--- config.mk ---
export PLATFORM = sky130hd
export DESIGN_NAME = bclog_top
export DESIGN_NICKNAME = d
export VERILOG_FILES = /design/src/bclog_pkg.sv /design/src/bclog_top.sv
export SDC_FILE = /design/constraint.sdc
export NUM_CORES = 1
export LEC_CHECK = 0
export BUFFER_PORTS_ARGS = -buffer_cell sky130_fd_sc_hd__buf_4
export CORE_MARGIN = 5
export CORE_UTILIZATION = 47
export CTS_BUF_LIST = sky130_fd_sc_hd__clkbuf_2
export DETAILED_ROUTE_END_ITERATION = 8
export GPL_ROUTABILITY_DRIVEN = 1
export PLACE_DENSITY = 0.77
export SYNTH_ARGS = -nofsm -noshare
export SYNTH_HDL_FRONTEND = slang
export SYNTH_SLANG_ARGS = --single-unit
--- constraint.sdc ---
create_clock -name aclk -period 1.6 [get_ports aclk]
set_input_delay 0.24 -clock aclk [delete_from_list [all_inputs] [get_ports aclk]]
set_output_delay 0.24 -clock aclk [all_outputs]
set_load 0.05 [all_outputs]
--- src/bclog_pkg.sv ---
// package for the brushless commutation logic: register map, types, timing
package bclog_pkg;

   // register byte offsets
   localparam logic [3:0] BCLOG_OFS_CTRL   = 4'h0; // control bits
   localparam logic [3:0] BCLOG_OFS_STATUS = 4'h4; // live state, read only
   localparam logic [3:0] BCLOG_OFS_IRQ    = 4'h8; // sticky events, read clears
   localparam logic [3:0] BCLOG_OFS_MASK   = 4'hC; // interrupt mask

   // control register field positions
   localparam int BCLOG_CTRL_RUN   = 0;          // run enable
   localparam int BCLOG_CTRL_DIR   = 1;          // direction select
   localparam int BCLOG_CTRL_PH60  = 2;          // 60 degree phasing
   localparam int BCLOG_CTRL_BRAKE = 3;          // brake request
   localparam logic [3:0] BCLOG_CTRL_RST = 4'h9; // brake on, run on

   // event bit positions (irq and mask)
   localparam int BCLOG_EV_FAULT = 0; // fault asserted
   localparam int BCLOG_EV_ILIM  = 1; // current limit tripped
   localparam int BCLOG_EV_BADS  = 2; // invalid sensor code seen
   localparam int BCLOG_EV_W     = 3; // number of events

   // axi answers
   localparam logic [1:0] BCLOG_RESP_OKAY   = 2'h0;
   localparam logic [1:0] BCLOG_RESP_SLVERR = 2'h2;

   // oscillator timing
   localparam int BCLOG_CLK_HZ     = 100_000_000;          // aclk rate
   localparam int BCLOG_OSC_HZ     = 25_000;               // pwm cycle rate
   localparam int BCLOG_OSC_CYCLES = BCLOG_CLK_HZ / BCLOG_OSC_HZ;

   // drive outputs: three top, three bottom, phase order a b c
   typedef struct packed
   {
      logic [2:0] top; // top drives, high = conducting
      logic [2:0] bot; // bottom drives, high = conducting
   } bclog_drive_s;

   // axi-lite slave state machine
   typedef enum logic [2:0]
   {
      BCLOG_AX_IDLE = 3'b001, // waiting for requests
      BCLOG_AX_BRSP = 3'b010, // write answer pending
      BCLOG_AX_RRSP = 3'b100  // read answer pending
   } bclog_ax_e;

endpackage : bclog_pkg

--- src/bclog_top.sv ---
// brushless commutation logic with axi4-lite control and fault reporting
// Functional notes
// - sensor code selects top and bottom drives
// - direction change reverses drive pattern
// - run enable high sequences, low coasts
// - phasing select picks 60 or 120 decode
// - brake high stops and decelerates motor
// - current limit ends conduction this cycle
// - fault low on listed fault conditions
// - braking: tops off, bottoms all on
// - brake overrides every other input
// - reverse swaps top and bottom per phase
// - disabled: tops off, bottoms forced low
//
// The implementer's own choices: the register addresses and the AXI4-Lite register port.
`timescale 1ns/1ps

module bclog_top
   import bclog_pkg::*;
#(
   parameter int OSC_CYCLES = bclog_pkg::BCLOG_OSC_CYCLES // clocks per cycle
)
(
   input  wire logic         aclk,           // 100 mhz clock
   input  wire logic         aresetn,        // sync reset, active low
   input  wire logic [3:0]   s_axi_awaddr,   // write address
   input  wire logic         s_axi_awvalid,  // write address valid
   output logic              s_axi_awready,  // write address ready
   input  wire logic [31:0]  s_axi_wdata,    // write data
   input  wire logic [3:0]   s_axi_wstrb,    // write byte strobes
   input  wire logic         s_axi_wvalid,   // write data valid
   output logic              s_axi_wready,   // write data ready
   output logic [1:0]        s_axi_bresp,    // write answer code
   output logic              s_axi_bvalid,   // write answer valid
   input  wire logic         s_axi_bready,   // write answer ready
   input  wire logic [3:0]   s_axi_araddr,   // read address
   input  wire logic         s_axi_arvalid,  // read address valid
   output logic              s_axi_arready,  // read address ready
   output logic [31:0]       s_axi_rdata,    // read data
   output logic [1:0]        s_axi_rresp,    // read answer code
   output logic              s_axi_rvalid,   // read answer valid
   input  wire logic         s_axi_rready,   // read answer ready
   input  wire logic [2:0]   sensor_in,      // rotor sensors a b c
   input  wire logic         ilim_in,        // current sense at threshold
   input  wire logic         uvlo_in,        // undervoltage lockout active
   input  wire logic         tsd_in,         // thermal shutdown active
   output bclog_drive_s      drive,          // bridge drive outputs
   output logic              fault_n,        // fault, active low
   output logic              irq             // level interrupt
);

   ////////////////////////////////////////////////////////////////////////
   // elaboration checks; a cycle of one clock would leave the
   // current limit latch no room to hold conduction off at all

   if (OSC_CYCLES < 2)
   begin : g_bad_osc
      $error("OSC_CYCLES must be at least 2");
   end

   localparam int CW = $clog2(OSC_CYCLES); // cycle counter width
   localparam logic [CW-1:0] OSC_LAST = CW'(OSC_CYCLES - 1);

   ////////////////////////////////////////////////////////////////////////
   // decode helpers

   // 120 degree decode: one top and one bottom per valid code, forward
   function automatic bclog_drive_s dec120(input logic [2:0] s);
      bclog_drive_s d;
      d = '{top: 3'h0, bot: 3'h0};
      unique case (s)
         3'h4: d = '{top: 3'h4, bot: 3'h2}; // a top, b bottom
         3'h6: d = '{top: 3'h4, bot: 3'h1}; // a top, c bottom
         3'h2: d = '{top: 3'h2, bot: 3'h1}; // b top, c bottom
         3'h3: d = '{top: 3'h2, bot: 3'h4}; // b top, a bottom
         3'h1: d = '{top: 3'h1, bot: 3'h4}; // c top, a bottom
         3'h5: d = '{top: 3'h1, bot: 3'h2}; // c top, b bottom
         default: d = '{top: 3'h0, bot: 3'h0}; // 000, 111 invalid
      endcase
      return d;
   endfunction : dec120

   // map 60 degree code onto the equivalent 120 degree code;
   // the middle sensor reads inverted in that convention
   function automatic logic [2:0] to120(input logic [2:0] s, input logic p60);
      return p60 ? {s[2], ~s[1], s[0]} : s;
   endfunction : to120

   // invalid code: all sensors equal
   function automatic logic bad_code(input logic [2:0] s);
      return (s == 3'h0) || (s == 3'h7);
   endfunction : bad_code

   ////////////////////////////////////////////////////////////////////////
   // state

   typedef struct packed
   {
      logic [2:0]           sens_m;   // sensor sync, first stage
      logic [2:0]           sens_s;   // sensor sync, second stage
      logic                 ilim_m;   // current limit sync, first
      logic                 ilim_s;   // current limit sync, second
      logic                 uvlo_m;   // uvlo sync, first
      logic                 uvlo_s;   // uvlo sync, second
      logic                 tsd_m;    // thermal sync, first
      logic                 tsd_s;    // thermal sync, second
      logic [CW-1:0]        osc;      // oscillator cycle counter
      logic                 ilim_lat; // conduction cut this cycle
      logic [3:0]           ctrl;     // control register
      logic [BCLOG_EV_W-1:0] ev;      // sticky events
      logic [BCLOG_EV_W-1:0] mask;    // interrupt mask
      logic                 flt_prev; // fault level last cycle
      bclog_ax_e            ax;       // bus state
      logic                 aw_got;   // write address held
      logic                 w_got;    // write data held
      logic [3:0]           awaddr;   // held write address
      logic [31:0]          wdata;    // held write data
      logic [3:0]           wstrb;    // held strobes
      logic                 awready;  // bus outputs
      logic                 wready;
      logic                 arready;
      logic                 bvalid;
      logic [1:0]           bresp;
      logic                 rvalid;
      logic [1:0]           rresp;
      logic [31:0]          rdata;
      bclog_drive_s         drv;      // drive outputs
      logic                 fault_n;  // fault output
      logic                 irq;      // interrupt output
   } bclog_state_s;

   bclog_state_s st_q; // registered state
   bclog_state_s st_d; // next state

   ////////////////////////////////////////////////////////////////////////
   // next state logic

   always_comb
   begin
      bclog_drive_s          pat;     // decoded pattern
      logic [2:0]            code;    // code after phasing map
      logic                  fault;   // any fault condition
      logic [BCLOG_EV_W-1:0] hit;     // events this cycle
      logic                  cyc_end; // last clock of osc cycle
      logic                  rd_irq;  // irq register read now
      logic                  do_wr;   // write commits now
      pat     = '{top: 3'h0, bot: 3'h0};
      code    = 3'h0;
      fault   = 1'b0;
      hit     = '0;
      cyc_end = 1'b0;
      rd_irq  = 1'b0;
      do_wr   = 1'b0;
      st_d    = st_q;

      // two-flop synchronisers for pins; every pin is asynchronous to
      // aclk, so only the second stage feeds logic, at the cost of
      // two clocks of latency on every reaction
      st_d.sens_m = sensor_in;
      st_d.sens_s = st_q.sens_m;
      st_d.ilim_m = ilim_in;
      st_d.ilim_s = st_q.ilim_m;
      st_d.uvlo_m = uvlo_in;
      st_d.uvlo_s = st_q.uvlo_m;
      st_d.tsd_m  = tsd_in;
      st_d.tsd_s  = st_q.tsd_m;

      // free running oscillator; it only marks where one conduction
      // cycle ends and the next begins, so it never stops, not even
      // under brake or while disabled
      cyc_end = (st_q.osc == OSC_LAST);
      st_d.osc = cyc_end ? '0 : st_q.osc + CW'(1);

      // latch holds off conduction until the cycle wraps, then it
      // re-arms; a limit still present re-latches at once
      if (st_q.ilim_s)
         st_d.ilim_lat = 1'b1;
      else if (cyc_end)
         st_d.ilim_lat = 1'b0;

      // commutation decode; the phasing map comes first so that
      // validity, table and fault all see one and the same code
      code = to120(st_q.sens_s, st_q.ctrl[BCLOG_CTRL_PH60]);
      pat  = dec120(code);
      if (!st_q.ctrl[BCLOG_CTRL_DIR])
         pat = '{top: pat.bot, bot: pat.top};

      // priority: brake, then enable, then limit; brake wins even
      // over a missing enable, being the safe state on power up
      if (st_q.ctrl[BCLOG_CTRL_BRAKE])
         st_d.drv = '{top: 3'h0, bot: 3'h7};
      else if (!st_q.ctrl[BCLOG_CTRL_RUN])
         st_d.drv = '{top: 3'h0, bot: 3'h0};
      else if (st_q.ilim_lat || st_q.ilim_s)
         st_d.drv = '{top: 3'h0, bot: 3'h0};
      else
         st_d.drv = pat;

      // fault output; an invalid code is judged after the phasing map,
      // since 000 and 111 are real rotor positions in 60 degree mode
      fault = bad_code(code) || !st_q.ctrl[BCLOG_CTRL_RUN]
              || st_q.ilim_s || st_q.uvlo_s || st_q.tsd_s;
      st_d.fault_n  = !fault;
      st_d.flt_prev = fault;

      // events; the fault bit takes the rising level only, so a fault
      // that stands for long raises one event, not one per clock
      hit[BCLOG_EV_FAULT] = fault && !st_q.flt_prev;
      hit[BCLOG_EV_ILIM]  = st_q.ilim_s && !st_q.ilim_lat;
      hit[BCLOG_EV_BADS]  = bad_code(code);

      // bus: answers retire first; only one write or one read is
      // ever in flight, so a single state word is enough here
      if (st_q.bvalid && s_axi_bready)
         st_d.bvalid = 1'b0;
      if (st_q.rvalid && s_axi_rready)
         st_d.rvalid = 1'b0;
      st_d.awready = 1'b0;
      st_d.wready  = 1'b0;
      st_d.arready = 1'b0;

      unique case (st_q.ax)
         BCLOG_AX_IDLE:
         begin
            // capture address and data in either order
            if (s_axi_awvalid && !st_q.aw_got && !st_q.awready)
            begin
               st_d.awready = 1'b1;
               st_d.aw_got  = 1'b1;
               st_d.awaddr  = s_axi_awaddr;
            end
            if (s_axi_wvalid && !st_q.w_got && !st_q.wready)
            begin
               st_d.wready = 1'b1;
               st_d.w_got  = 1'b1;
               st_d.wdata  = s_axi_wdata;
               st_d.wstrb  = s_axi_wstrb;
            end
            if (st_q.aw_got && st_q.w_got)
            begin
               do_wr        = 1'b1;
               st_d.aw_got  = 1'b0;
               st_d.w_got   = 1'b0;
               st_d.bvalid  = 1'b1;
               st_d.bresp   = BCLOG_RESP_OKAY;
               st_d.ax      = BCLOG_AX_BRSP;
            end
            else if (s_axi_arvalid && !st_q.arready)
            begin
               // reads served unless address and data of a write are both held
               st_d.arready = 1'b1;
               st_d.rvalid  = 1'b1;
               st_d.rresp   = BCLOG_RESP_OKAY;
               st_d.ax      = BCLOG_AX_RRSP;
               unique case (s_axi_araddr)
                  BCLOG_OFS_CTRL:   st_d.rdata = {28'h0, st_q.ctrl};
                  BCLOG_OFS_STATUS: st_d.rdata = {24'h0, st_q.drv,
                                                  st_q.fault_n,
                                                  st_q.ilim_lat};
                  BCLOG_OFS_IRQ:
                  begin
                     st_d.rdata = {29'h0, st_q.ev};
                     rd_irq     = 1'b1;
                  end
                  BCLOG_OFS_MASK:   st_d.rdata = {29'h0, st_q.mask};
                  default:
                  begin
                     st_d.rdata = 32'h0;
                     st_d.rresp = BCLOG_RESP_SLVERR;
                  end
               endcase
            end
         end
         BCLOG_AX_BRSP:
            if (st_q.bvalid && s_axi_bready)
               st_d.ax = BCLOG_AX_IDLE;
         BCLOG_AX_RRSP:
            if (st_q.rvalid && s_axi_rready)
               st_d.ax = BCLOG_AX_IDLE;
         default:
            st_d.ax = BCLOG_AX_IDLE;
      endcase

      // register writes, low byte carries every field; a ctrl or mask
      // write with byte lane 0 off is dropped whole but still answered okay
      if (do_wr)
      begin
         if (st_q.awaddr == BCLOG_OFS_CTRL && st_q.wstrb[0])
            st_d.ctrl = st_q.wdata[3:0];
         else if (st_q.awaddr == BCLOG_OFS_MASK && st_q.wstrb[0])
            st_d.mask = st_q.wdata[BCLOG_EV_W-1:0];
         else if (st_q.awaddr != BCLOG_OFS_CTRL
                  && st_q.awaddr != BCLOG_OFS_STATUS
                  && st_q.awaddr != BCLOG_OFS_IRQ
                  && st_q.awaddr != BCLOG_OFS_MASK)
            st_d.bresp = BCLOG_RESP_SLVERR;
      end

      // sticky events: a new event wins over the read clear, so an
      // event landing in the very cycle of the read is not lost;
      // the mask comes from the register, a fresh write acts next
      st_d.ev  = (rd_irq ? '0 : st_q.ev) | hit;
      st_d.irq = |(st_d.ev & st_q.mask);

      // reset puts the bridge into brake with all tops off, the one
      // pattern that is safe whatever the rotor happens to be doing
      if (!aresetn)
      begin
         st_d          = '0;
         st_d.ax       = BCLOG_AX_IDLE;
         st_d.ctrl     = BCLOG_CTRL_RST;
         st_d.drv      = '{top: 3'h0, bot: 3'h7};
         st_d.fault_n  = 1'b1;
      end
   end

   ////////////////////////////////////////////////////////////////////////
   // state register; every field of the block lives here, so the
   // synchronous reset above reaches all of it in one place

   always_ff @(posedge aclk)
   begin
      st_q <= st_d;
   end

   ////////////////////////////////////////////////////////////////////////
   // outputs, all straight from flops; the drive pins thus never
   // glitch while the decode settles between clock edges

   assign s_axi_awready = st_q.awready;
   assign s_axi_wready  = st_q.wready;
   assign s_axi_bvalid  = st_q.bvalid;
   assign s_axi_bresp   = st_q.bresp;
   assign s_axi_arready = st_q.arready;
   assign s_axi_rvalid  = st_q.rvalid;
   assign s_axi_rresp   = st_q.rresp;
   assign s_axi_rdata   = st_q.rdata;
   assign drive         = st_q.drv;
   assign fault_n       = st_q.fault_n;
   assign irq           = st_q.irq;

endmodule : bclog_top

==> summary.txt, run 1 <==
Run status
  – Status: finished with violations
  – Failing checks: setup timing

Timing
  – Setup WS post-layout: -132 ps
  – Fmax: 577 MHz
  – Max Slew Vio Count: 0
  – Post-route minimum period: 1730 ps
  – Setup Viol. Count Final: 7
  – RSZ-0062 raised after global routing: true
  – Max Clock Skew: 21.6 ps
  – Period Utilization, post-route: 108%
  – Final setup TNS: -457 ps
  – Final hold violations: 0

CTS
  – Number of H-tree levels: 3
  – CTS Buffer Depth: 2
  – CTS Sinks: 74
  – CTS buffer count: 9
  – Clk Latency, worst-skew pair: 490 ps
  – CTS tree: built
  – Root Driver: clkbuf_2
  – Clk pin slew, worst setup/hold paths: 210 ps

Worst setup path
  – Worst endpoint required time: 1980 ps
  – Crit. End Element: flop
  – Worst R2R Path Depth: 4
  – Worst EP arrival: 2110 ps
  – Worst setup SP type: flop
  – Critical path fanouts, max: 4
  – Critical path type: flop to flop

Logic synthesis
  – #FFs+latches synth: 74
  – Ys async rst share: 0%
  – Synthesized area: 3190 um^2
  – Post-synth top area share: 46.4%
  – Largest cells by area after synthesis: dfxtp_1 (46%), buf_4 (9.9%), mux2i_1 (6.0%)
  – Netlist cell types: 49
  – Synth Area per Inst: 9.09 um^2
  – Cells after synthesis: 351
  – YS warnings: 0
  – EDFF count, synth: 0
  – Main synth FF type: dfxtp_1
  – Sequential area share after synthesis: 46.4%
  – Post-synth top area cell: dfxtp_1

Floorplanning
  – Die Span Y: 92.4 um
  – Starting density of the core: 47.8%
  – Die width: 92.4 um
  – Core Box Area: 6680 um^2
  – Die ar.: 8540 um^2
  – Ports: 106
  – # rows: 30

Route
  – Initial DRC count: 114
  – Remaining DRCs: 0
  – Pre-antenna DRT Iters: 4
  – Drt total wl: 6.51 mm
  – Via count: 2473
  – Post-route antenna net violation count: 0
  – DR WL/cell: 12.5 um
  – Via-to-Cell Ratio: 4.76

Layout
  – Most frequent cells in the layout: buf_4 (80), dfxtp_1 (68), nor2_1 (46)
  – Layout cells sized above 1: 28.0%
  – Diode count: 0
  – Commonest non-fill, non-tap cell in the layout: buf_4
  – Filler Cell Count: 572
  – Share of the core filled with cells: 60.3%
  – Final nets: 492
  – Synth-to-layout area growth: 26.3%

Power
  – PwrDens: 929 nW/um^2
  – LEAKAGE: 0.00175 uW
  – Power, Total: 3740 uW
  – Peak VDD IR: 0.539 mV

Global route
  – Global Route Usage Sum: 16.1%
  – Total grt overflow: 0
  – Antenna violations before repair: 0
  – Maximum number of pins on one net before global-route repair: 20
  – Global-route wire length before repair: 10.9 mm
  – Vias in the first global route: 2432

Hold path
  – HP Class: input port to flop
  – Hold Path Depth: 3

Place
  – Post-DP HPWL: 4.71 mm
  – IO Port Bufs: 49
  – RD Place Congestion: 0.824

Run
  – Max-Cap Viols: 0
[final timing paths]
check / from / endpoint / slack [ps]
setup / recovery: st_q[86] / st_q[104] / -130
hold / removal: s_axi_wvalid / s_axi_wready / 90
setup reg to reg: st_q[86] / st_q[104] / -130
hold reg to reg: st_q[121] / st_q[120] / 460
[critical path, stage by stage (launching register included)]
cell	delay, ps
dfxtp_1	360
or3b_4	390
or4b_4	600
mux2i_1	190
nand2_1	80
[report_power, final]
part / internal [uW] / leakage [uW] / switching, uW
Sequential: 1940 / 0.000606 / 57.1
Clock: 353 / 0.0000616 / 643
Combinational: 301 / 0.00108 / 453
Total: 2590 / 0.00175 / 1150
[sequential cells by signal, summed over array words and instances (netlist names)]
| signal | count |
|---|---|
| s_axi_awready | 1 |
| s_axi_rvalid | 1 |
| st_q | 50 |
| irq | 1 |
| s_axi_arready | 1 |
| s_axi_bresp | 2 |
| fault_n | 1 |
| s_axi_wready | 1 |
| s_axi_rresp | 1 |
| s_axi_rdata | 8 |
| s_axi_bvalid | 1 |
| drive | 6 |
[synth_stat cells, types with 2 or more instances]
cell type and instances:
buf_4 42, nand3_1 17, and3_1 3, nor4b_1 4, nor2b_1 4, dfxtp_1 74, mux4_2 3, buf_1 3
a21oi_1 22, mux2i_1 19, xnor2_1 8, nand2_1 27, nor4_1 3, xor2_1 2, inv_1 10, nor3_1 2
and2_1 13, nand2b_1 6, clkbuf_1 8, o21ai_0 4, nand4_1 3, nor2_1 46, o22ai_1 2
[cells by family after synthesis]
kind of cell | after synthesis | synth area share (%)
AND/OR/NAND/NOR | 139 | 22.1
flip-flops | 74 | 46.4
buffers and inverters | 65 | 12.6
AO/OA/AOI/OAI | 38 | 7.02
multiplexers | 22 | 8.08
XOR/XNOR | 11 | 3.26
adder cells (fa/ha/maj) | 1 | 0.392
other | 1 | 0.118
[metal layers]
| metal | part of all wire, % | GRT usage [%] |
|---|---|---|
| met2 | 51 | 27.8 |
| met5 | 0 | 0 |
| met3 | 6.3 | 6.01 |
| met1 | 42 | 18.9 |
| met4 | 0.55 | 3.84 |
[stage by stage]
| stage | cell area [um^2] | setup WS [ps] | hold WS (ps) | instances |
|---|---|---|---|---|
| detailed placement | 3630 | -164 | 417 | 482 |
| floorplan | 3290 | -69.4 | 367 | 375 |
| CTS | 3970 | -125 | -52.8 | 517 |
| global route | 4030 | -195 | 37.3 | 519 |
| finish | 4030 | -132 | 87.2 | 519 |
| global placement | 3630 | -130 | 418 | 482 |
[repair_timing]
action	CTS	global route
hold buffers	17	2
cloned	1	0
pin swaps	1	1
gates resized for setup	12	8
setup endpoints to repair	23	28
setup buffers	1	0
hold endpoints to repair	21	4
[area by class of cell]
class	count	area (um^2)	area share (%)
clock buffers	9	45.0	1.12
clock inverters	7	70.1	1.74
inverters	11	41.3	1.02
multi-input cells	236	1470	36.4
flip-flops and latches	74	1490	36.9
well taps	80	100	2.48
repair buffers	102	818	20.3
No activity file was read; power rests on OpenSTA's default activity.
==> run 2: changes to the inputs <==
CELL_PAD_IN_SITES_DETAIL_PLACEMENT = 0   (was not set)
CELL_PAD_IN_SITES_GLOBAL_PLACEMENT = 1   (was not set)
CORE_UTILIZATION = 34   (was 47)
PLACE_DENSITY = 0.76   (was 0.77)
==> summary.txt, run 2 (synthesis gave the netlist of run 1 again) <==
Run status
  – Status: finished with violations
  – Failing checks: setup timing

Power
  – PwrDens: 918 nW/um^2 (-1.2%)
  – LEAKAGE: 0.00174 uW (-0.24%)
  – Peak VDD IR: 0.318 mV (-41%)

Timing
  – Final hold violations: 0 (unchanged)
  – Period Utilization, post-route: 105% (-3.6 points)
  – Setup WS post-layout: -73.6 ps (+58.0 ps)
  – Max Slew Vio Count: 0 (unchanged)
  – Final setup TNS: -354 ps (+103 ps)
  – Fmax: 598 MHz (+3.5%)
  – Max Clock Skew: 21.7 ps (+0.116 ps)
  – Post-route minimum period: 1670 ps (-58.0 ps)
  – Setup Viol. Count Final: 7 (unchanged)
  – RSZ-0062 raised after global routing: true

Layout
  – Share of the core filled with cells: 44.1% (-16 points)
  – Synth-to-layout area growth: 27.1%
  – Diode count: 0 (unchanged)
  – Final Cell Area: 4050 um^2 (+0.59%)
  – Commonest non-fill, non-tap cell in the layout: buf_4
  – Filler Cell Count: 900 (+57%)
  – Most frequent cells in the layout: buf_4 (83), dfxtp_1 (68), nor2_1 (46)
  – Register with the most flip-flops: st_q
  – Layout cells sized above 1: 28.0% (unchanged)
  – Final nets: 493 (+0.20%)
  – Max FFs per register: 50 (unchanged)

Floorplanning
  – Die ar.: 11400 um^2 (+34%)
  – Die Span Y: 107 um (+16%)
  – Starting density of the core: 34.7% (-13 points)
  – Ports: 106 (unchanged)
  – Die width: 107 um (+16%)
  – Core Box Area: 9200 um^2 (+38%)
  – # rows: 35 (+17%)

Worst setup path
  – Worst setup SP type: flop
  – Critical path fanouts, max: 4 (unchanged)
  – Critical path type: flop to flop
  – Crit-path max cell delay: 600 ps (about the same)
  – Reg2Reg Setup Slack: -70 ps (+60 ps)
  – Crit. End Element: flop
  – Cell Chain, Critical Path: or3b_4 > or4b_4 > mux2i_1 > nand2_1
  – Worst endpoint required time: 2000 ps (+20 ps)
  – Worst EP arrival: 2070 ps (-40 ps)
  – Crit-path slowest cell: or4b_4

Run
  – Max-Cap Viols: 0 (unchanged)

Route
  – Pre-antenna DRT Iters: 4 (unchanged)
  – Drt total wl: 6.50 mm (-0.18%)
  – Remaining DRCs: 0 (unchanged)
  – Via count: 2460 (-0.53%)
  – Via-to-Cell Ratio: 4.47 (-6.1%)
  – DR WL/cell: 11.8 um (-5.8%)
  – Initial DRC count: 84 (-26%)
  – Post-route antenna net violation count: 0 (unchanged)

CTS
  – CTS tree: built
  – Root Driver: clkbuf_2
  – CTS Sinks: 74 (unchanged)
  – CTS Buffer Depth: 2 (unchanged)
  – CTS buffer count: 9 (unchanged)
  – Clk pin slew, worst setup/hold paths: 210 ps (about the same)
  – Number of H-tree levels: 3 (unchanged)
  – Clk Latency, worst-skew pair: 500 ps (about the same)

Place
  – Post-DP HPWL: 4.89 mm (+3.8%)
  – IO Port Bufs: 49 (unchanged)
  – Placement Cell Area: 3690 um^2 (+1.7%)
  – RD Place Congestion: 0.755 (-8.4%)

Global route
  – Total grt overflow: 0 (unchanged)
  – Antenna violations before repair: 0 (unchanged)
  – Global-route wire length before repair: 11.0 mm (+0.57%)
  – Maximum number of pins on one net before global-route repair: 20 (unchanged)
  – Vias in the first global route: 2395 (-1.5%)
  – Global Route Usage Sum: 11.9% (-4.2 points)

Hold path
  – HP Class: input port to flop
==> run 2: path summary, 6_finish.rpt <==
check                      from       endpoint  cells after the start
setup / recovery       st_q[93]      st_q[101]                      4
hold / removal    s_axi_awvalid  s_axi_awready                      3
setup reg to reg       st_q[93]      st_q[101]                      4
hold reg to reg       st_q[119]      st_q[118]                      1
==> run 2: layout make-up <==
class                   instances  area (um^2)  share of cell area, %
flip-flops and latches         74         1490                   36.7
clock buffers                  10         50.0                   1.23
repair buffers                103          826                   20.4
inverters                      11         41.3                   1.02
clock inverters                 5         56.3                   1.39
multi-input cells             236         1450                   35.8
well taps                     111          139                   3.43
==> run 2: stage by stage <==
stage | setup slack, ps | power [uW] | instances | hold slack (ps)
final | -73.6 | 3720 | 550 | 69.2
after global routing | -158 | 3920 | 550 | 10.6
after CTS | -72.8 | 3750 | 550 | 95.3
after detailed placement | -136 | 2710 | 516 | 418
after global placement | -162 | 2700 | 516 | 421
after floorplan | -69.4 | 2540 | 375 | 367
==> run 2: per-layer routing <==
layer	part of all wire [%]	track usage [%]	vias to the layer above
met3	5.1	3.79	7
met2	50	20.4	44
met4	0.91	3.01	0
met1	44	14.5	1125
li1	-	-	1284
met5	0	0	-
==> run 2: what timing repair did <==
item | in CTS | in global routing
endpoints found under the hold margin | 18 | 0
gates cloned | 1 | 0
gates resized for setup | 11 | 8
endpoints found under the setup margin | 17 | 27
pin swaps | 5 | 0
setup buffers | 0 | 0
hold buffers | 18 | 0
==> run 2: worst max-delay path: cells and delay by family, from the launching register on <==
family           cells  cell delay (ps)
multiplexers         1              160
flip-flops           1              360
AND/OR/NAND/NOR      3             1060
==> run 2: power by group <==
group | total, uW | internal (uW) | leakage (uW) | switching [uW]
Sequential | 1990 | 1940 | 0.000606 | 56.2
Clock | 987 | 352 | 0.0000577 | 635
Combinational | 742 | 304 | 0.00108 | 439
Total | 3720 | 2590 | 0.00174 | 1130
==> run 3: changes to the inputs <==
CORE_MARGIN = 4   (was 5)
clock period = 1.5 ns   (was 1.6 ns; I/O delays follow)
==> summary.txt, run 3 (synthesis gave the netlist of run 1 again) <==
CTS
  – Root Driver: clkbuf_2
  – Clk pin slew, worst setup/hold paths: 200 ps (about the same)
  – CTS Buffer Depth: 2 (unchanged)
  – Clk Latency, worst-skew pair: 500 ps (about the same)
  – CTS buffer count: 9 (unchanged)
  – CTS Sinks: 74 (unchanged)
  – CTS tree: built
  – Number of H-tree levels: 3 (unchanged)

Floorplanning
  – Starting density of the core: 34.7% (unchanged)
  – Die width: 105 um (-1.9%)
  – Core Box Area: 9200 um^2 (unchanged)
  – # rows: 35 (unchanged)
  – Die ar.: 11000 um^2 (-3.7%)
  – Die Span Y: 105 um (-1.9%)
  – Ports: 106 (unchanged)

Layout
  – Diode count: 0 (unchanged)
  – Layout cells sized above 1: 32.7% (+4.7 points)
  – Commonest non-fill, non-tap cell in the layout: buf_4
  – Synth-to-layout area growth: 34.9%
  – Register with the most flip-flops: st_q
  – Max FFs per register: 50 (unchanged)
  – Final nets: 508 (+3.0%)
  – Most frequent cells in the layout: buf_4 (88), dfxtp_1 (64), nor2_1 (46)

Timing
  – Max Clock Skew: 16.8 ps (-4.91 ps)
  – Fmax: 592 MHz (-1.0%)
  – Final setup TNS: -1350 ps (-998 ps)
  – RSZ-0062 raised after global routing: true
  – Final hold violations: 0 (unchanged)
  – Max Slew Vio Count: 0 (unchanged)
  – Setup WS post-layout: -191 ps (-117 ps)
  – Setup Viol. Count Final: 18 (+11)
  – Post-route minimum period: 1690 ps (+16.9 ps)
  – Period Utilization, post-route: 113% (+8.1 points)

Worst setup path
  – Worst endpoint required time: 1920 ps (-80 ps)
  – Worst setup SP type: flop
  – Worst EP arrival: 2110 ps (+40 ps)
  – Critical path type: flop to flop
  – Critical path fanouts, max: 4 (unchanged)
  – Crit. End Element: flop

Route
  – Post-route antenna net violation count: 0 (unchanged)
  – Remaining DRCs: 0 (unchanged)
  – Pre-antenna DRT Iters: 4 (unchanged)
  – Initial DRC count: 61 (-27%)
  – Drt total wl: 6.92 mm (+6.5%)
  – Via count: 2547 (+3.5%)
  – DR WL/cell: 12.2 um (+3.5%)
  – Via-to-Cell Ratio: 4.50 (+0.61%)

Run status
  – Status: finished with violations
  – Failing checks: setup timing

Global route
  – Vias in the first global route: 2423 (+1.2%)
  – Antenna violations before repair: 0 (unchanged)
  – Global Route Usage Sum: 12.4% (+0.53 points)
  – Total grt overflow: 0 (unchanged)
  – Maximum number of pins on one net before global-route repair: 21 (+5.0%)
  – Global-route wire length before repair: 11.2 mm (+1.5%)

Power
  – Power, Total: 4440 uW (+19%)
  – Peak VDD IR: 0.468 mV (+47%)
  – LEAKAGE: 0.00186 uW (+6.9%)
  – PwrDens: 1030 nW/um^2 (+13%)

Hold path
  – HP Class: input port to flop

Place
  – RD Place Congestion: 0.751 (-0.50%)
  – Post-DP HPWL: 4.95 mm (+1.4%)
  – IO Port Bufs: 49 (unchanged)

Run
  – Max-Cap Viols: 0 (unchanged)
## run 3: changes by cell type in the layout (fill, tap and decap cells not counted), sizes merged
cell	previous run	this run
buf	85	97
clkinvlp	3	0
clkbuf	10	11
dlygate4sd3	18	20
clkinv	1	2
bufinv	1	3
and3	3	4
## run 3: path summary, 6_finish.rpt
path                   start             end  slack, ps  depth (start not counted)
max reg2reg         st_q[49]       st_q[101]       -190                          4
min reg2reg        st_q[128]       st_q[125]        460                          1
min          s_axi_araddr[0]  s_axi_rdata[3]        100                          5
max                 st_q[49]       st_q[101]       -190                          4
## run 3: power breakdown
group	total, uW	internal, uW	switching (uW)
sequential	2120	2070	58.7
clock	1410	731	680
combinational	907	400	507
## run 3: layout make-up
class | instances | area [um^2]
Timing Repair Buffer | 117 | 962
Inverter | 11 | 41.3
Tap cell | 111 | 139
Multi-Input combinational cell | 237 | 1510
Clock buffer | 11 | 55.1
Fill cell | 912 | 4890
Sequential cell | 74 | 1490
Clock inverter | 5 | 103
## run 3: through the flow
step	utilization (%)	hold WS, ps	instance area (um^2)	setup slack [ps]	std cells
global placement	40.7	420	3740	-245	522
CTS	44.7	30.0	4110	-184	557
finish	46.8	97.0	4300	-191	566
floorplan	-	352	3290	-169	375
detailed placement	40.7	419	3740	-235	522
global route	46.8	32.1	4300	-283	566
## run 3: routing by layer
| metal | vias up | wire (um) | GRT usage, % |
|---|---|---|---|
| met2 | 60 | 3600 | 21.4 |
| li1 | 1318 | - | - |
| met4 | 0 | 119 | 3.75 |
| met5 | - | 0 | 0 |
| met1 | 1156 | 2860 | 14.5 |
| met3 | 13 | 340 | 4.45 |
## run 3: critical path: stages, from the launching register on
cell and delay, ps:
dfxtp_1 390, or3b_4 390, or4b_4 590, mux2i_1 170
nand2_1 70
## run 3: what timing repair did
action / CTS / global route
hold buffers: 18 / 2
endpoints found under the setup margin: 28 / 40
cloned: 1 / 1
gates resized for setup: 10 / 30
hold endpoints to repair: 19 / 2
pin swaps: 3 / 15
setup buffers: 0 / 6
